--- src/hdl/crs_pkg.sv ---
package crs_pkg;

  // register port geometry
  localparam int unsigned ADDR_W = 8;
  localparam int unsigned DATA_W = 32;

  // register byte offsets
  localparam logic [ADDR_W-1:0] OFS_POWER_MGMT_CONTROL = 8'h00;
  localparam logic [ADDR_W-1:0] OFS_STATUS = 8'h04;

  // start-up timing, in reference clock cycles
  localparam int unsigned LOCK_CYCLES = 4096;
  localparam int unsigned CNT_W = 13;
  // strap capture waits until the pin synchroniser is full
  localparam logic [CNT_W-1:0] STRAP_CAPTURE_CNT = 13'h0002;

  // ratio strap encodings
  localparam logic [1:0] STRAP_3X = 2'h0;
  localparam logic [1:0] STRAP_16X = 2'h1;
  localparam logic [1:0] STRAP_8X = 2'h2;
  localparam logic [1:0] STRAP_RSVD = 2'h3;

  // multiplier values loaded from the strap, and the divider reset value
  localparam logic [5:0] MULT_3X = 6'h03;
  localparam logic [5:0] MULT_16X = 6'h10;
  localparam logic [5:0] MULT_8X = 6'h08;
  localparam logic [5:0] MULT_BYPASS = 6'h00;
  localparam logic [3:0] DIV_RESET = 4'h1;

  // power management control layout, bit 12 picks the shared pin function
  typedef struct packed {
    logic [18:0] rsvd_hi;
    logic pll_clock_out_sel;
    logic [1:0] rsvd_mid;
    logic [3:0] div;
    logic [5:0] mult;
  } crs_power_mgmt_control_t;

  localparam crs_power_mgmt_control_t POWER_MGMT_CONTROL_RESET = '{
    rsvd_hi: 19'h00000,
    pll_clock_out_sel: 1'b0,
    rsvd_mid: 2'h0,
    div: DIV_RESET,
    mult: MULT_BYPASS
  };

  // status layout
  typedef struct packed {
    logic [22:0] rsvd;
    logic [3:0] tap_state;
    logic tap_reset;
    logic core_run;
    logic clk_sel_pll;
    logic [1:0] strap;
  } crs_status_t;

  // one register port request
  typedef struct packed {
    logic wr;
    logic rd;
    logic [ADDR_W-1:0] addr;
    logic [DATA_W-1:0] wdata;
  } crs_bus_req_t;

  // start-up sequence
  typedef enum logic [0:0] {
    CRS_LOCK,
    CRS_RUN
  } crs_boot_state_t;

  // test access port controller states
  typedef enum logic [3:0] {
    TAP_RESET, TAP_IDLE, TAP_SEL_DR, TAP_CAP_DR,
    TAP_SHIFT_DR, TAP_EXIT1_DR, TAP_PAUSE_DR, TAP_EXIT2_DR,
    TAP_UPD_DR, TAP_SEL_IR, TAP_CAP_IR, TAP_SHIFT_IR,
    TAP_EXIT1_IR, TAP_PAUSE_IR, TAP_EXIT2_IR, TAP_UPD_IR
  } crs_tap_state_t;

endpackage

--- src/hdl/crs_top.sv ---
// Strobed register access and the register offsets were decided locally.
`timescale 1ns/1ps
// Functional notes
// - core clock from pll or reference, per strap
// - strap 00=3:1, 01=16:1, 10=8:1, 11 reserved
// - strap sampled only once at start-up
// - software may reprogram multiplier/divider once the core runs
// - shared pin: reset by default, bit12 selects clock
// - reset mode drives internal core reset out
// - wait 4096 reference cycles, then start core
// - test reset low forces tap reset state
module crs_top #(
  parameter int unsigned LOCK_CYCLES = crs_pkg::LOCK_CYCLES
) (
  input wire logic clk_sys_i,
  input wire logic rst_n_i,
  input wire logic [1:0] ratio_select_straps_i,
  input wire logic pll_clk_i,
  input wire logic tck_i,
  input wire logic tms_i,
  input wire logic trst_n_i,
  input wire logic [crs_pkg::ADDR_W-1:0] reg_addr_i,
  input wire logic [crs_pkg::DATA_W-1:0] reg_wdata_i,
  input wire logic reg_wr_i,
  input wire logic reg_rd_i,
  output logic [crs_pkg::DATA_W-1:0] reg_rdata_o,
  output logic core_reset_n_o,
  output logic core_start_o,
  output logic core_clk_sel_pll_o,
  output logic [5:0] pll_mult_o,
  output logic [3:0] pll_div_o,
  output logic reset_or_pll_clock_out_o,
  output logic tap_reset_o
);

  // strap ratio to multiplier, zero means run straight from reference
  function automatic logic [5:0] ratio_mult(input logic [1:0] strap);
    logic [5:0] m;
    m = crs_pkg::MULT_BYPASS;
    case (strap)
      crs_pkg::STRAP_3X: m = crs_pkg::MULT_3X;
      crs_pkg::STRAP_16X: m = crs_pkg::MULT_16X;
      crs_pkg::STRAP_8X: m = crs_pkg::MULT_8X;
      default: m = crs_pkg::MULT_BYPASS;
    endcase
    return m;
  endfunction

  // tap controller transition on one tck rise
  function automatic crs_pkg::crs_tap_state_t tap_next(
    input crs_pkg::crs_tap_state_t s,
    input logic tms
  );
    crs_pkg::crs_tap_state_t n;
    n = crs_pkg::TAP_RESET;
    case (s)
      crs_pkg::TAP_RESET: n = tms ? crs_pkg::TAP_RESET : crs_pkg::TAP_IDLE;
      crs_pkg::TAP_IDLE: n = tms ? crs_pkg::TAP_SEL_DR : crs_pkg::TAP_IDLE;
      crs_pkg::TAP_SEL_DR: n = tms ? crs_pkg::TAP_SEL_IR : crs_pkg::TAP_CAP_DR;
      crs_pkg::TAP_CAP_DR: n = tms ? crs_pkg::TAP_EXIT1_DR : crs_pkg::TAP_SHIFT_DR;
      crs_pkg::TAP_SHIFT_DR: n = tms ? crs_pkg::TAP_EXIT1_DR : crs_pkg::TAP_SHIFT_DR;
      crs_pkg::TAP_EXIT1_DR: n = tms ? crs_pkg::TAP_UPD_DR : crs_pkg::TAP_PAUSE_DR;
      crs_pkg::TAP_PAUSE_DR: n = tms ? crs_pkg::TAP_EXIT2_DR : crs_pkg::TAP_PAUSE_DR;
      crs_pkg::TAP_EXIT2_DR: n = tms ? crs_pkg::TAP_UPD_DR : crs_pkg::TAP_SHIFT_DR;
      crs_pkg::TAP_UPD_DR: n = tms ? crs_pkg::TAP_SEL_DR : crs_pkg::TAP_IDLE;
      crs_pkg::TAP_SEL_IR: n = tms ? crs_pkg::TAP_RESET : crs_pkg::TAP_CAP_IR;
      crs_pkg::TAP_CAP_IR: n = tms ? crs_pkg::TAP_EXIT1_IR : crs_pkg::TAP_SHIFT_IR;
      crs_pkg::TAP_SHIFT_IR: n = tms ? crs_pkg::TAP_EXIT1_IR : crs_pkg::TAP_SHIFT_IR;
      crs_pkg::TAP_EXIT1_IR: n = tms ? crs_pkg::TAP_UPD_IR : crs_pkg::TAP_PAUSE_IR;
      crs_pkg::TAP_PAUSE_IR: n = tms ? crs_pkg::TAP_EXIT2_IR : crs_pkg::TAP_PAUSE_IR;
      crs_pkg::TAP_EXIT2_IR: n = tms ? crs_pkg::TAP_UPD_IR : crs_pkg::TAP_SHIFT_IR;
      crs_pkg::TAP_UPD_IR: n = tms ? crs_pkg::TAP_SEL_DR : crs_pkg::TAP_IDLE;
      default: n = crs_pkg::TAP_RESET;
    endcase
    return n;
  endfunction

  // pin synchronisers, stage one feeds stage two only
  logic [1:0] strap_s1_ff;
  logic [1:0] strap_s2_ff;
  logic pll_s1_ff;
  logic pll_s2_ff;
  logic tck_s1_ff;
  logic tck_s2_ff;
  logic tck_d3_ff; // previous synced tck, for edge detect
  logic tms_s1_ff;
  logic tms_s2_ff;
  logic trst_s1_ff;
  logic trst_s2_ff;

  // start-up state
  crs_pkg::crs_boot_state_t boot_ff;
  crs_pkg::crs_boot_state_t nxt_boot;
  logic [crs_pkg::CNT_W-1:0] cnt_ff; // cycles since reset release, held once the core runs
  logic [crs_pkg::CNT_W-1:0] nxt_cnt;
  logic [1:0] strap_ff; // strap caught once after release
  logic [1:0] nxt_strap;
  logic clk_sel_pll_ff;
  logic nxt_clk_sel_pll;
  logic core_start_ff; // one-cycle start pulse
  logic nxt_core_start;

  // control register and pin
  crs_pkg::crs_power_mgmt_control_t power_mgmt_control_ff;
  crs_pkg::crs_power_mgmt_control_t nxt_power_mgmt_control;
  logic pin_ff;
  logic nxt_pin;

  // tap controller
  crs_pkg::crs_tap_state_t tap_ff;
  crs_pkg::crs_tap_state_t nxt_tap;
  logic tap_reset_ff; // flopped so the pin needs no decode after the state flop
  logic nxt_tap_reset;

  // register read path
  logic [crs_pkg::DATA_W-1:0] rdata_ff;
  logic [crs_pkg::DATA_W-1:0] nxt_rdata;

  crs_pkg::crs_bus_req_t req;
  crs_pkg::crs_status_t status;
  logic tck_rise;
  logic lock_done;

  // bundle the register port
  assign req = '{wr: reg_wr_i, rd: reg_rd_i, addr: reg_addr_i, wdata: reg_wdata_i};
  assign tck_rise = tck_s2_ff & ~tck_d3_ff;
  assign lock_done = (cnt_ff == crs_pkg::CNT_W'(LOCK_CYCLES - 1));

  // synchronisers, all pins are outside the reference clock domain
  always_ff @(posedge clk_sys_i or negedge rst_n_i) begin
    if (!rst_n_i) begin
      strap_s1_ff <= 2'h0;
      strap_s2_ff <= 2'h0;
      pll_s1_ff <= 1'b0;
      pll_s2_ff <= 1'b0;
      tck_s1_ff <= 1'b0;
      tck_s2_ff <= 1'b0;
      tck_d3_ff <= 1'b0;
      tms_s1_ff <= 1'b1;
      tms_s2_ff <= 1'b1;
      trst_s1_ff <= 1'b0;
      trst_s2_ff <= 1'b0;
    end else begin
      strap_s1_ff <= ratio_select_straps_i;
      strap_s2_ff <= strap_s1_ff;
      pll_s1_ff <= pll_clk_i;
      pll_s2_ff <= pll_s1_ff;
      tck_s1_ff <= tck_i;
      tck_s2_ff <= tck_s1_ff;
      tck_d3_ff <= tck_s2_ff;
      tms_s1_ff <= tms_i;
      tms_s2_ff <= tms_s1_ff;
      trst_s1_ff <= trst_n_i;
      trst_s2_ff <= trst_s1_ff;
    end
  end

  // start-up sequence: count the lock interval, catch the strap
  always_comb begin
    nxt_boot = boot_ff;
    nxt_cnt = cnt_ff;
    nxt_strap = strap_ff;
    nxt_clk_sel_pll = clk_sel_pll_ff;
    nxt_core_start = 1'b0;
    case (boot_ff)
      crs_pkg::CRS_LOCK: begin
        nxt_cnt = cnt_ff + crs_pkg::CNT_W'(1);
        // strap read once only, later pin moves are ignored
        if (cnt_ff == crs_pkg::STRAP_CAPTURE_CNT) begin
          nxt_strap = strap_s2_ff;
          // reserved code falls back to the plain reference clock
          nxt_clk_sel_pll = (strap_s2_ff != crs_pkg::STRAP_RSVD);
        end
        // core leaves reset only after the full lock wait
        if (lock_done) begin
          nxt_boot = crs_pkg::CRS_RUN;
          nxt_core_start = 1'b1;
        end
      end
      crs_pkg::CRS_RUN: begin
        nxt_boot = crs_pkg::CRS_RUN; // only the reset input leaves here
      end
      default: begin
        nxt_boot = crs_pkg::CRS_LOCK;
      end
    endcase
  end

  always_ff @(posedge clk_sys_i or negedge rst_n_i) begin
    if (!rst_n_i) begin
      boot_ff <= crs_pkg::CRS_LOCK;
      cnt_ff <= '0;
      strap_ff <= 2'h0;
      clk_sel_pll_ff <= 1'b0;
      core_start_ff <= 1'b0;
    end else begin
      boot_ff <= nxt_boot;
      cnt_ff <= nxt_cnt;
      strap_ff <= nxt_strap;
      clk_sel_pll_ff <= nxt_clk_sel_pll;
      core_start_ff <= nxt_core_start;
    end
  end

  // control register and shared pin
  always_comb begin
    nxt_power_mgmt_control = power_mgmt_control_ff;
    // the strap seeds the multiplier at start-up
    if (boot_ff == crs_pkg::CRS_LOCK && cnt_ff == crs_pkg::STRAP_CAPTURE_CNT) begin
      nxt_power_mgmt_control.mult = ratio_mult(strap_s2_ff);
    end
    // software owns the fields once the core runs
    if (boot_ff == crs_pkg::CRS_RUN && req.wr && req.addr == crs_pkg::OFS_POWER_MGMT_CONTROL) begin
      nxt_power_mgmt_control = req.wdata;
      nxt_power_mgmt_control.rsvd_hi = '0; // reserved bits stay zero
      nxt_power_mgmt_control.rsvd_mid = '0;
    end
    // pin carries reset unless bit 12 picks the clock
    if (power_mgmt_control_ff.pll_clock_out_sel) begin
      nxt_pin = pll_s2_ff; // sampled copy, coarse against a fast pll
    end else begin
      // active-low core reset, low through the whole lock wait
      nxt_pin = (boot_ff == crs_pkg::CRS_RUN);
    end
  end

  always_ff @(posedge clk_sys_i or negedge rst_n_i) begin
    if (!rst_n_i) begin
      power_mgmt_control_ff <= crs_pkg::POWER_MGMT_CONTROL_RESET;
      pin_ff <= 1'b0;
    end else begin
      power_mgmt_control_ff <= nxt_power_mgmt_control;
      pin_ff <= nxt_pin;
    end
  end

  // tap controller, stepped on synced tck rises
  always_comb begin
    nxt_tap = tap_ff;
    if (!trst_s2_ff) begin
      nxt_tap = crs_pkg::TAP_RESET; // test reset low wins
    end else if (tck_rise) begin
      nxt_tap = tap_next(tap_ff, tms_s2_ff);
    end
    // decoded from the next state, so it moves in step with the state flop
    nxt_tap_reset = (nxt_tap == crs_pkg::TAP_RESET);
  end

  always_ff @(posedge clk_sys_i or negedge rst_n_i) begin
    if (!rst_n_i) begin
      tap_ff <= crs_pkg::TAP_RESET;
      tap_reset_ff <= 1'b1;
    end else begin
      tap_ff <= nxt_tap;
      tap_reset_ff <= nxt_tap_reset;
    end
  end

  // status view of the block's own state
  always_comb begin
    status = '0;
    status.strap = strap_ff;
    status.clk_sel_pll = clk_sel_pll_ff;
    status.core_run = (boot_ff == crs_pkg::CRS_RUN);
    status.tap_reset = (tap_ff == crs_pkg::TAP_RESET);
    status.tap_state = tap_ff;
  end

  // read data valid the cycle after the strobe, zero otherwise
  always_comb begin
    nxt_rdata = '0;
    if (req.rd) begin
      if (req.addr == crs_pkg::OFS_POWER_MGMT_CONTROL) begin
        nxt_rdata = power_mgmt_control_ff;
      end else if (req.addr == crs_pkg::OFS_STATUS) begin
        nxt_rdata = status;
      end else begin
        nxt_rdata = '0; // unmapped reads as zero
      end
    end
  end

  always_ff @(posedge clk_sys_i or negedge rst_n_i) begin
    if (!rst_n_i) begin
      rdata_ff <= '0;
    end else begin
      rdata_ff <= nxt_rdata;
    end
  end

  // outputs straight from flops
  assign reg_rdata_o = rdata_ff;
  assign core_reset_n_o = (boot_ff == crs_pkg::CRS_RUN);
  assign core_start_o = core_start_ff;
  assign core_clk_sel_pll_o = clk_sel_pll_ff;
  assign pll_mult_o = power_mgmt_control_ff.mult;
  assign pll_div_o = power_mgmt_control_ff.div;
  assign reset_or_pll_clock_out_o = pin_ff;
  assign tap_reset_o = tap_reset_ff;

endmodule

--- config.mk ---
export PLATFORM = sky130hd
export DESIGN_NAME = crs_top
export DESIGN_NICKNAME = d
export VERILOG_FILES = /design/src/hdl/crs_pkg.sv /design/src/hdl/crs_top.sv
export SDC_FILE = /design/constraint.sdc
export NUM_CORES = 1
export LEC_CHECK = 0
export BUFFER_PORTS_ARGS = -buffer_cell sky130_fd_sc_hd__buf_2
export CAP_MARGIN = 5
export CORE_ASPECT_RATIO = 0.9
export CORE_UTILIZATION = 49
export DETAILED_ROUTE_END_ITERATION = 12
export GPL_ROUTABILITY_DRIVEN = 0
export PLACE_DENSITY_LB_ADDON = 0.1
export REMOVE_ABC_BUFFERS = 1
export SLEW_MARGIN = 30
export SYNTH_ARGS = -nofsm -noshare
export SYNTH_HDL_FRONTEND = slang
export SYNTH_SLANG_ARGS = --single-unit
export TNS_END_PERCENT = 30
--- constraint.sdc ---
create_clock -name clk_sys_i -period 2.25 [get_ports clk_sys_i]
set_input_delay 0.225 -clock clk_sys_i [delete_from_list [all_inputs] [get_ports clk_sys_i]]
set_output_delay 0.225 -clock clk_sys_i [all_outputs]
set_load 0.01 [all_outputs]
# After elaboration in Yosys (flattened, before gate mapping)
# Cells that the tools add are included.
totals:
  regBits: 80
  in_bits: 50
  out_inout_bits: 47
  word_cells: 85
op_classes:
  mux: 25
  n_reduce_logical: 12
  add_sub_neg: 1
  eq_ne: 21
  bitwise: 3
op_table:
  columns: ["cell", "count"]
  rows:
  - ["$pmux 4 s12", 1]
  - ["$eq 4x4->1 const B", 8]
  - ["$mux 32", 1]
  - ["$mux 4", 6]
  - ["$eq 4x3->1 const B", 4]
  - ["$pmux 5 s3", 1]
  - ["$add 13x1->13 const B", 1]
  - ["$eq 13x12->1 const B", 1]
  - ["$eq 13x2->1 const B", 1]
  - ["$mux 13", 1]
  - ["$mux 6", 2]
  - ["$mux 9", 1]
  - ["$eq 4x2->1 const B", 2]
  - ["$eq 8x3->1 const B", 1]
  - ["$logic_not 4->1", 2]
  - ["$logic_not 8->1", 1]
  - ["$mux 1", 6]
  - ["$mux 2", 3]
  - ["$mux 3", 2]
  - ["$eq 4x1->1 const B", 1]
  - ["$reduce_or 2->1", 2]
  - ["$logic_and 1x1->1", 3]
  - ["$reduce_or 3->1", 1]
  - ["$eq 2x1->1 const B", 1]
  - ["8 further kinds", 9]

# Depth between registers and ports, before layout
depth:
  depth_word: 6
  mapped_depth: 7
  mapped_depth_nobuf: 7

# Least setup slack after synthesis
# Ideal clock, no wire load.
synth_timing:
  path_kind: "flip-flop to flip-flop"
  from: "reg cnt_ff[0] in the netlist's numbering"
  to: "reg power_mgmt_control_ff, in the netlist pll_mult_o[4]"
  path_stages_with_launch: 7
  required_ps: 2124
  n_path_buf: 0
  synth_period_minus_slack_ps: 1617
  setup_time_ps: 126
  setup_slack_ps: 633
  arrival_time_ps: 1491
  cell_sequence: "dfrtp_1 > inv_1 > ha_1 > nor3b_1 > nand4_1 > a21boi_4 > a221o_1"
synth_between:
  elab_chain_cells: 3
synth_rtl:
  columns: ["element", "line_no", "rtl"]
  rows:
  - ["from (decl)", "crs_top.sv:94", "logic [crs_pkg::CNT_W-1:0] cnt_ff;"]
  - ["from (signal assigned)", "crs_top.sv:198", "cnt_ff <= nxt_cnt;"]
  - ["$eq 13x2->1", "crs_top.sv:209", "if (boot_ff == crs_pkg::CRS_LOCK && cnt_ff == crs_pkg::STRAP_CAPTURE_CNT) begin"]
  - ["$logic_and 1x1->1", "crs_top.sv:209", null]
  - ["$reduce_bool 2->1 (no line)", null, null]
  - ["to (signal assigned)", "crs_top.sv:229", "power_mgmt_control_ff <= crs_pkg::POWER_MGMT_CONTROL_RESET;"]
  - ["to (signal assigned)", "crs_top.sv:232", "power_mgmt_control_ff <= nxt_power_mgmt_control;"]
  - ["to (decl)", "crs_top.sv:104", "crs_pkg::crs_power_mgmt_control_t power_mgmt_control_ff;"]
# Every way passes these cells.
# A chain may end at the register's enable or synchronous reset.

# Worst setup path after layout
# Same ends and word-level chain as after synthesis.

==> reports/metrics.cfg <==
[clock_network]
cts_buffer_depth=2
root_buffer=clkbuf_8
cts_tree=yes
cts_buffers=9
clock_latency_ns=0.33
ctsResizeCount=0
cts.clk_slew.worst_paths_ns=0.06
cts_max_level=3
cts_sinks=59

[cells_and_area]
syn_to_final_growth_pct=16.4
fin_util_pct=59.5
n_antenna_cell=0
nets=338
layout-drive-gt1-share_pct=30.9

[drt]
drcViolationCount=0
firstDrtPassIters=4
highest_layer=met4
ant_nets=0
vias_per_cell=5.02
routedWlPerCell_um=13.2
wl_met2_um=2070
vias=1796
dr.first_iter.drc_count=81
routedLengthMet1_um=2280
met3_wirelength_um=312
wl_um=4740

[timing]
maxClockFrequency_mhz=549
rsz0062_at_grt=no
timing.final.crit_share_pct=81.0
period_minus_slack_ns=1.82
tightest_slew_ns=0.649
max_slew_margin_pct=56.7
holdWs_ns=0.0855
setup_tns_ns=0
fin_skew_ns=0.00675
hold_viol=0
drv_slew=0
setup_viol=0

[floorplan]
coreArea_sq_um=5260
start_util_pct=51.1
rows=25
die_w_um=80.0
dieArea_sq_um=5780
io_pins=97
fp.dieH_um=72.2

[synth]
async_flop_share_pct=100
synth_common_cells=55 x dfrtp_1, 31 x buf_4, 13 x nand2_1, 13 x nor2_1, 11 x a22o_1
synth.distinct_cells=46
synth_ff_type=dfrtp_1
yosys.cell_count.top_type=dfrtp_1
synth_top_area_cell=dfrtp_1
ys.warnings.count=0
yosysSeqAreaShare_pct=55.2
syn_inst=229
ys_ff_latch=59
synth.avg_cell_area_sq_um=11.7
syn_area_sq_um=2690
synth_top_cell_area_share_pct=51.3
synth_edf_count=0
synth_area_leaders=dfrtp_1 51%, buf_4 8.7%, dfstp_2 3.9%

[pwr]
intPower_uw=1710
comb_power_share_pct=5.8
leakage_uw=0.00159
p_clk_share_pct=43.4
switching_power_uw=471
power_density_nw_per_um2=699
ir_worst_vdd_mv=0.417
p_sw_share_pct=21.5
pwr-share-seq_pct=50.9

[setup_path]
cp.arrival_ns=2.03
startpoint_type=flop
worstPathMaxFanout=8
cpPeakStageDelay_ns=0.41
path_cells=inv_1 > ha_1 > nor3b_1 > nand4_1 > a21boi_4 > a221o_1
cp-end-kind=flop
cpMaxStageDelayCell=dfrtp_1
worstSetupPathType=flop to flop
cp.required_ns=2.46

[placed_design]
port_buffers=54
place_hpwl_um=3280

[min_path]
hp-class=input port to flop

[outcome]
outcome=finished, final reports clean

[global_routing]
first_global_vias=1738
grt_pass1_wl_um=8120
grt_max_degree=31
overflow=0
antenna_found_initial=0
track_usage_pct=19.0

[job]
cap_violations=0

==> flip-flops by register name, summed over array words and instances, names as in the netlist, 2 cells and up <==
| signal | cells |
|---|---|
| cnt_ff | 13 |
| reg_rdata_o | 11 |
| pll_mult_o | 6 |
| pll_div_o | 4 |
| tap_ff | 4 |
| strap_ff | 2 |
| strap_s1_ff | 2 |
| strap_s2_ff | 2 |
==> metrics by stage <==
stage / instances / setup WS, ns / instance area, sq um / power (uW)
detailed placement: 335 / 0.421 / 2860 / 1250
finish: 358 / 0.428 / 3130 / 2190
global route: 358 / 0.243 / 3130 / 2290
floorplan: 210 / 0.633 / 2470 / 1180
global placement: 335 / 0.415 / 2860 / 1250
CTS: 358 / 0.405 / 3130 / 2220
==> final timing paths <==
path	endpoint	slack [ns]	depth (start not counted)	from
min in group asynchronous	strap_s1_ff[0]	0.46	2	rst_n_i
worst max-delay path	pll_mult_o[4]	0.43	6	cnt_ff[0]
max in group asynchronous	tms_s2_ff	1.06	3	rst_n_i
worst max register to register	pll_mult_o[4]	0.43	6	cnt_ff[0]
worst min-delay path	pll_mult_o[3]	0.09	3	reg_wdata_i[3]
worst min register to register	trst_s2_ff	0.35	0	trst_s1_ff
==> cells in the final DEF, fill, tap and decap left out, types with 2 or more instances in the layout <==
master,instances
dfrtp_1,55
buf_2,54
conb_1,21
nor2_1,13
nand2_1,13
a22o_1,11
clkbuf_8,11
a21oi_1,10
xnor2_1,7
dlygate4sd3_1,7
nand4_1,5
nor3_1,5
xor2_1,5
nand2b_1,4
o21ai_0,4
inv_1,4
nor3b_1,4
mux2_2,4
mux2_4,4
nand3_1,4
buf_4,4
dfstp_2,4
nor2b_1,3
clkbuf_1,3
and3b_1,2
mux2i_1,2
and2_1,2
and3_1,2
nor4_1,2
a22oi_1,2
ha_1,2
==> power by group through the flow <==
stage	Combinational, uW	Sequential [uW]	Clock, uW
after detailed placement	118	1130	0
after global routing	144	1110	1030
after global placement	117	1130	0
final	127	1110	948
after CTS	127	1110	982
after floorplan	52.1	1130	0
==> layer usage <==
layer	GRT usage (%)	vias to the layer above
li1	-	860
met1	24.4	856
met2	29.2	71
met3	7.67	9
met4	6.75	0
met5	0	-
==> logic make-up after synthesis <==
family | after synthesis | share of synthesized area [%]
mux | 10 | 4.66
flops | 59 | 55.2
xor+xnor | 12 | 3.91
fa+ha+maj | 2 | 0.932
buf+inv | 43 | 11.2
simple gates | 66 | 13.8
compound gates | 36 | 10.1
other cells | 1 | 0.140
==> repair_timing <==
item	CTS	global route
endpoints found under the setup margin	0	0
setup buffers	0	0
endpoints found under the hold margin	33	0
hold buffers	7	0
==> final cells by class <==
type                       count  area [sq um]
fill                         474          2130
sequential                    59          1480
multi-input combinational    147           977
clock inverter                 2          35.0
clock buffer                  14           163
inverter                       4          15.0
timing repair buffer          65           370
tap                           67          83.8
==> critical path, delay by kind of cell (launching register included) <==
family,cells,cell delay [ns]
AOI/OAI and AO/OA,2,0.58
adders and majority gates,1,0.13
buffers and inverters,1,0.07
DFF,1,0.41
and+or+nand+nor,2,0.50
Note: power is estimated with default switching activity, not from simulation.
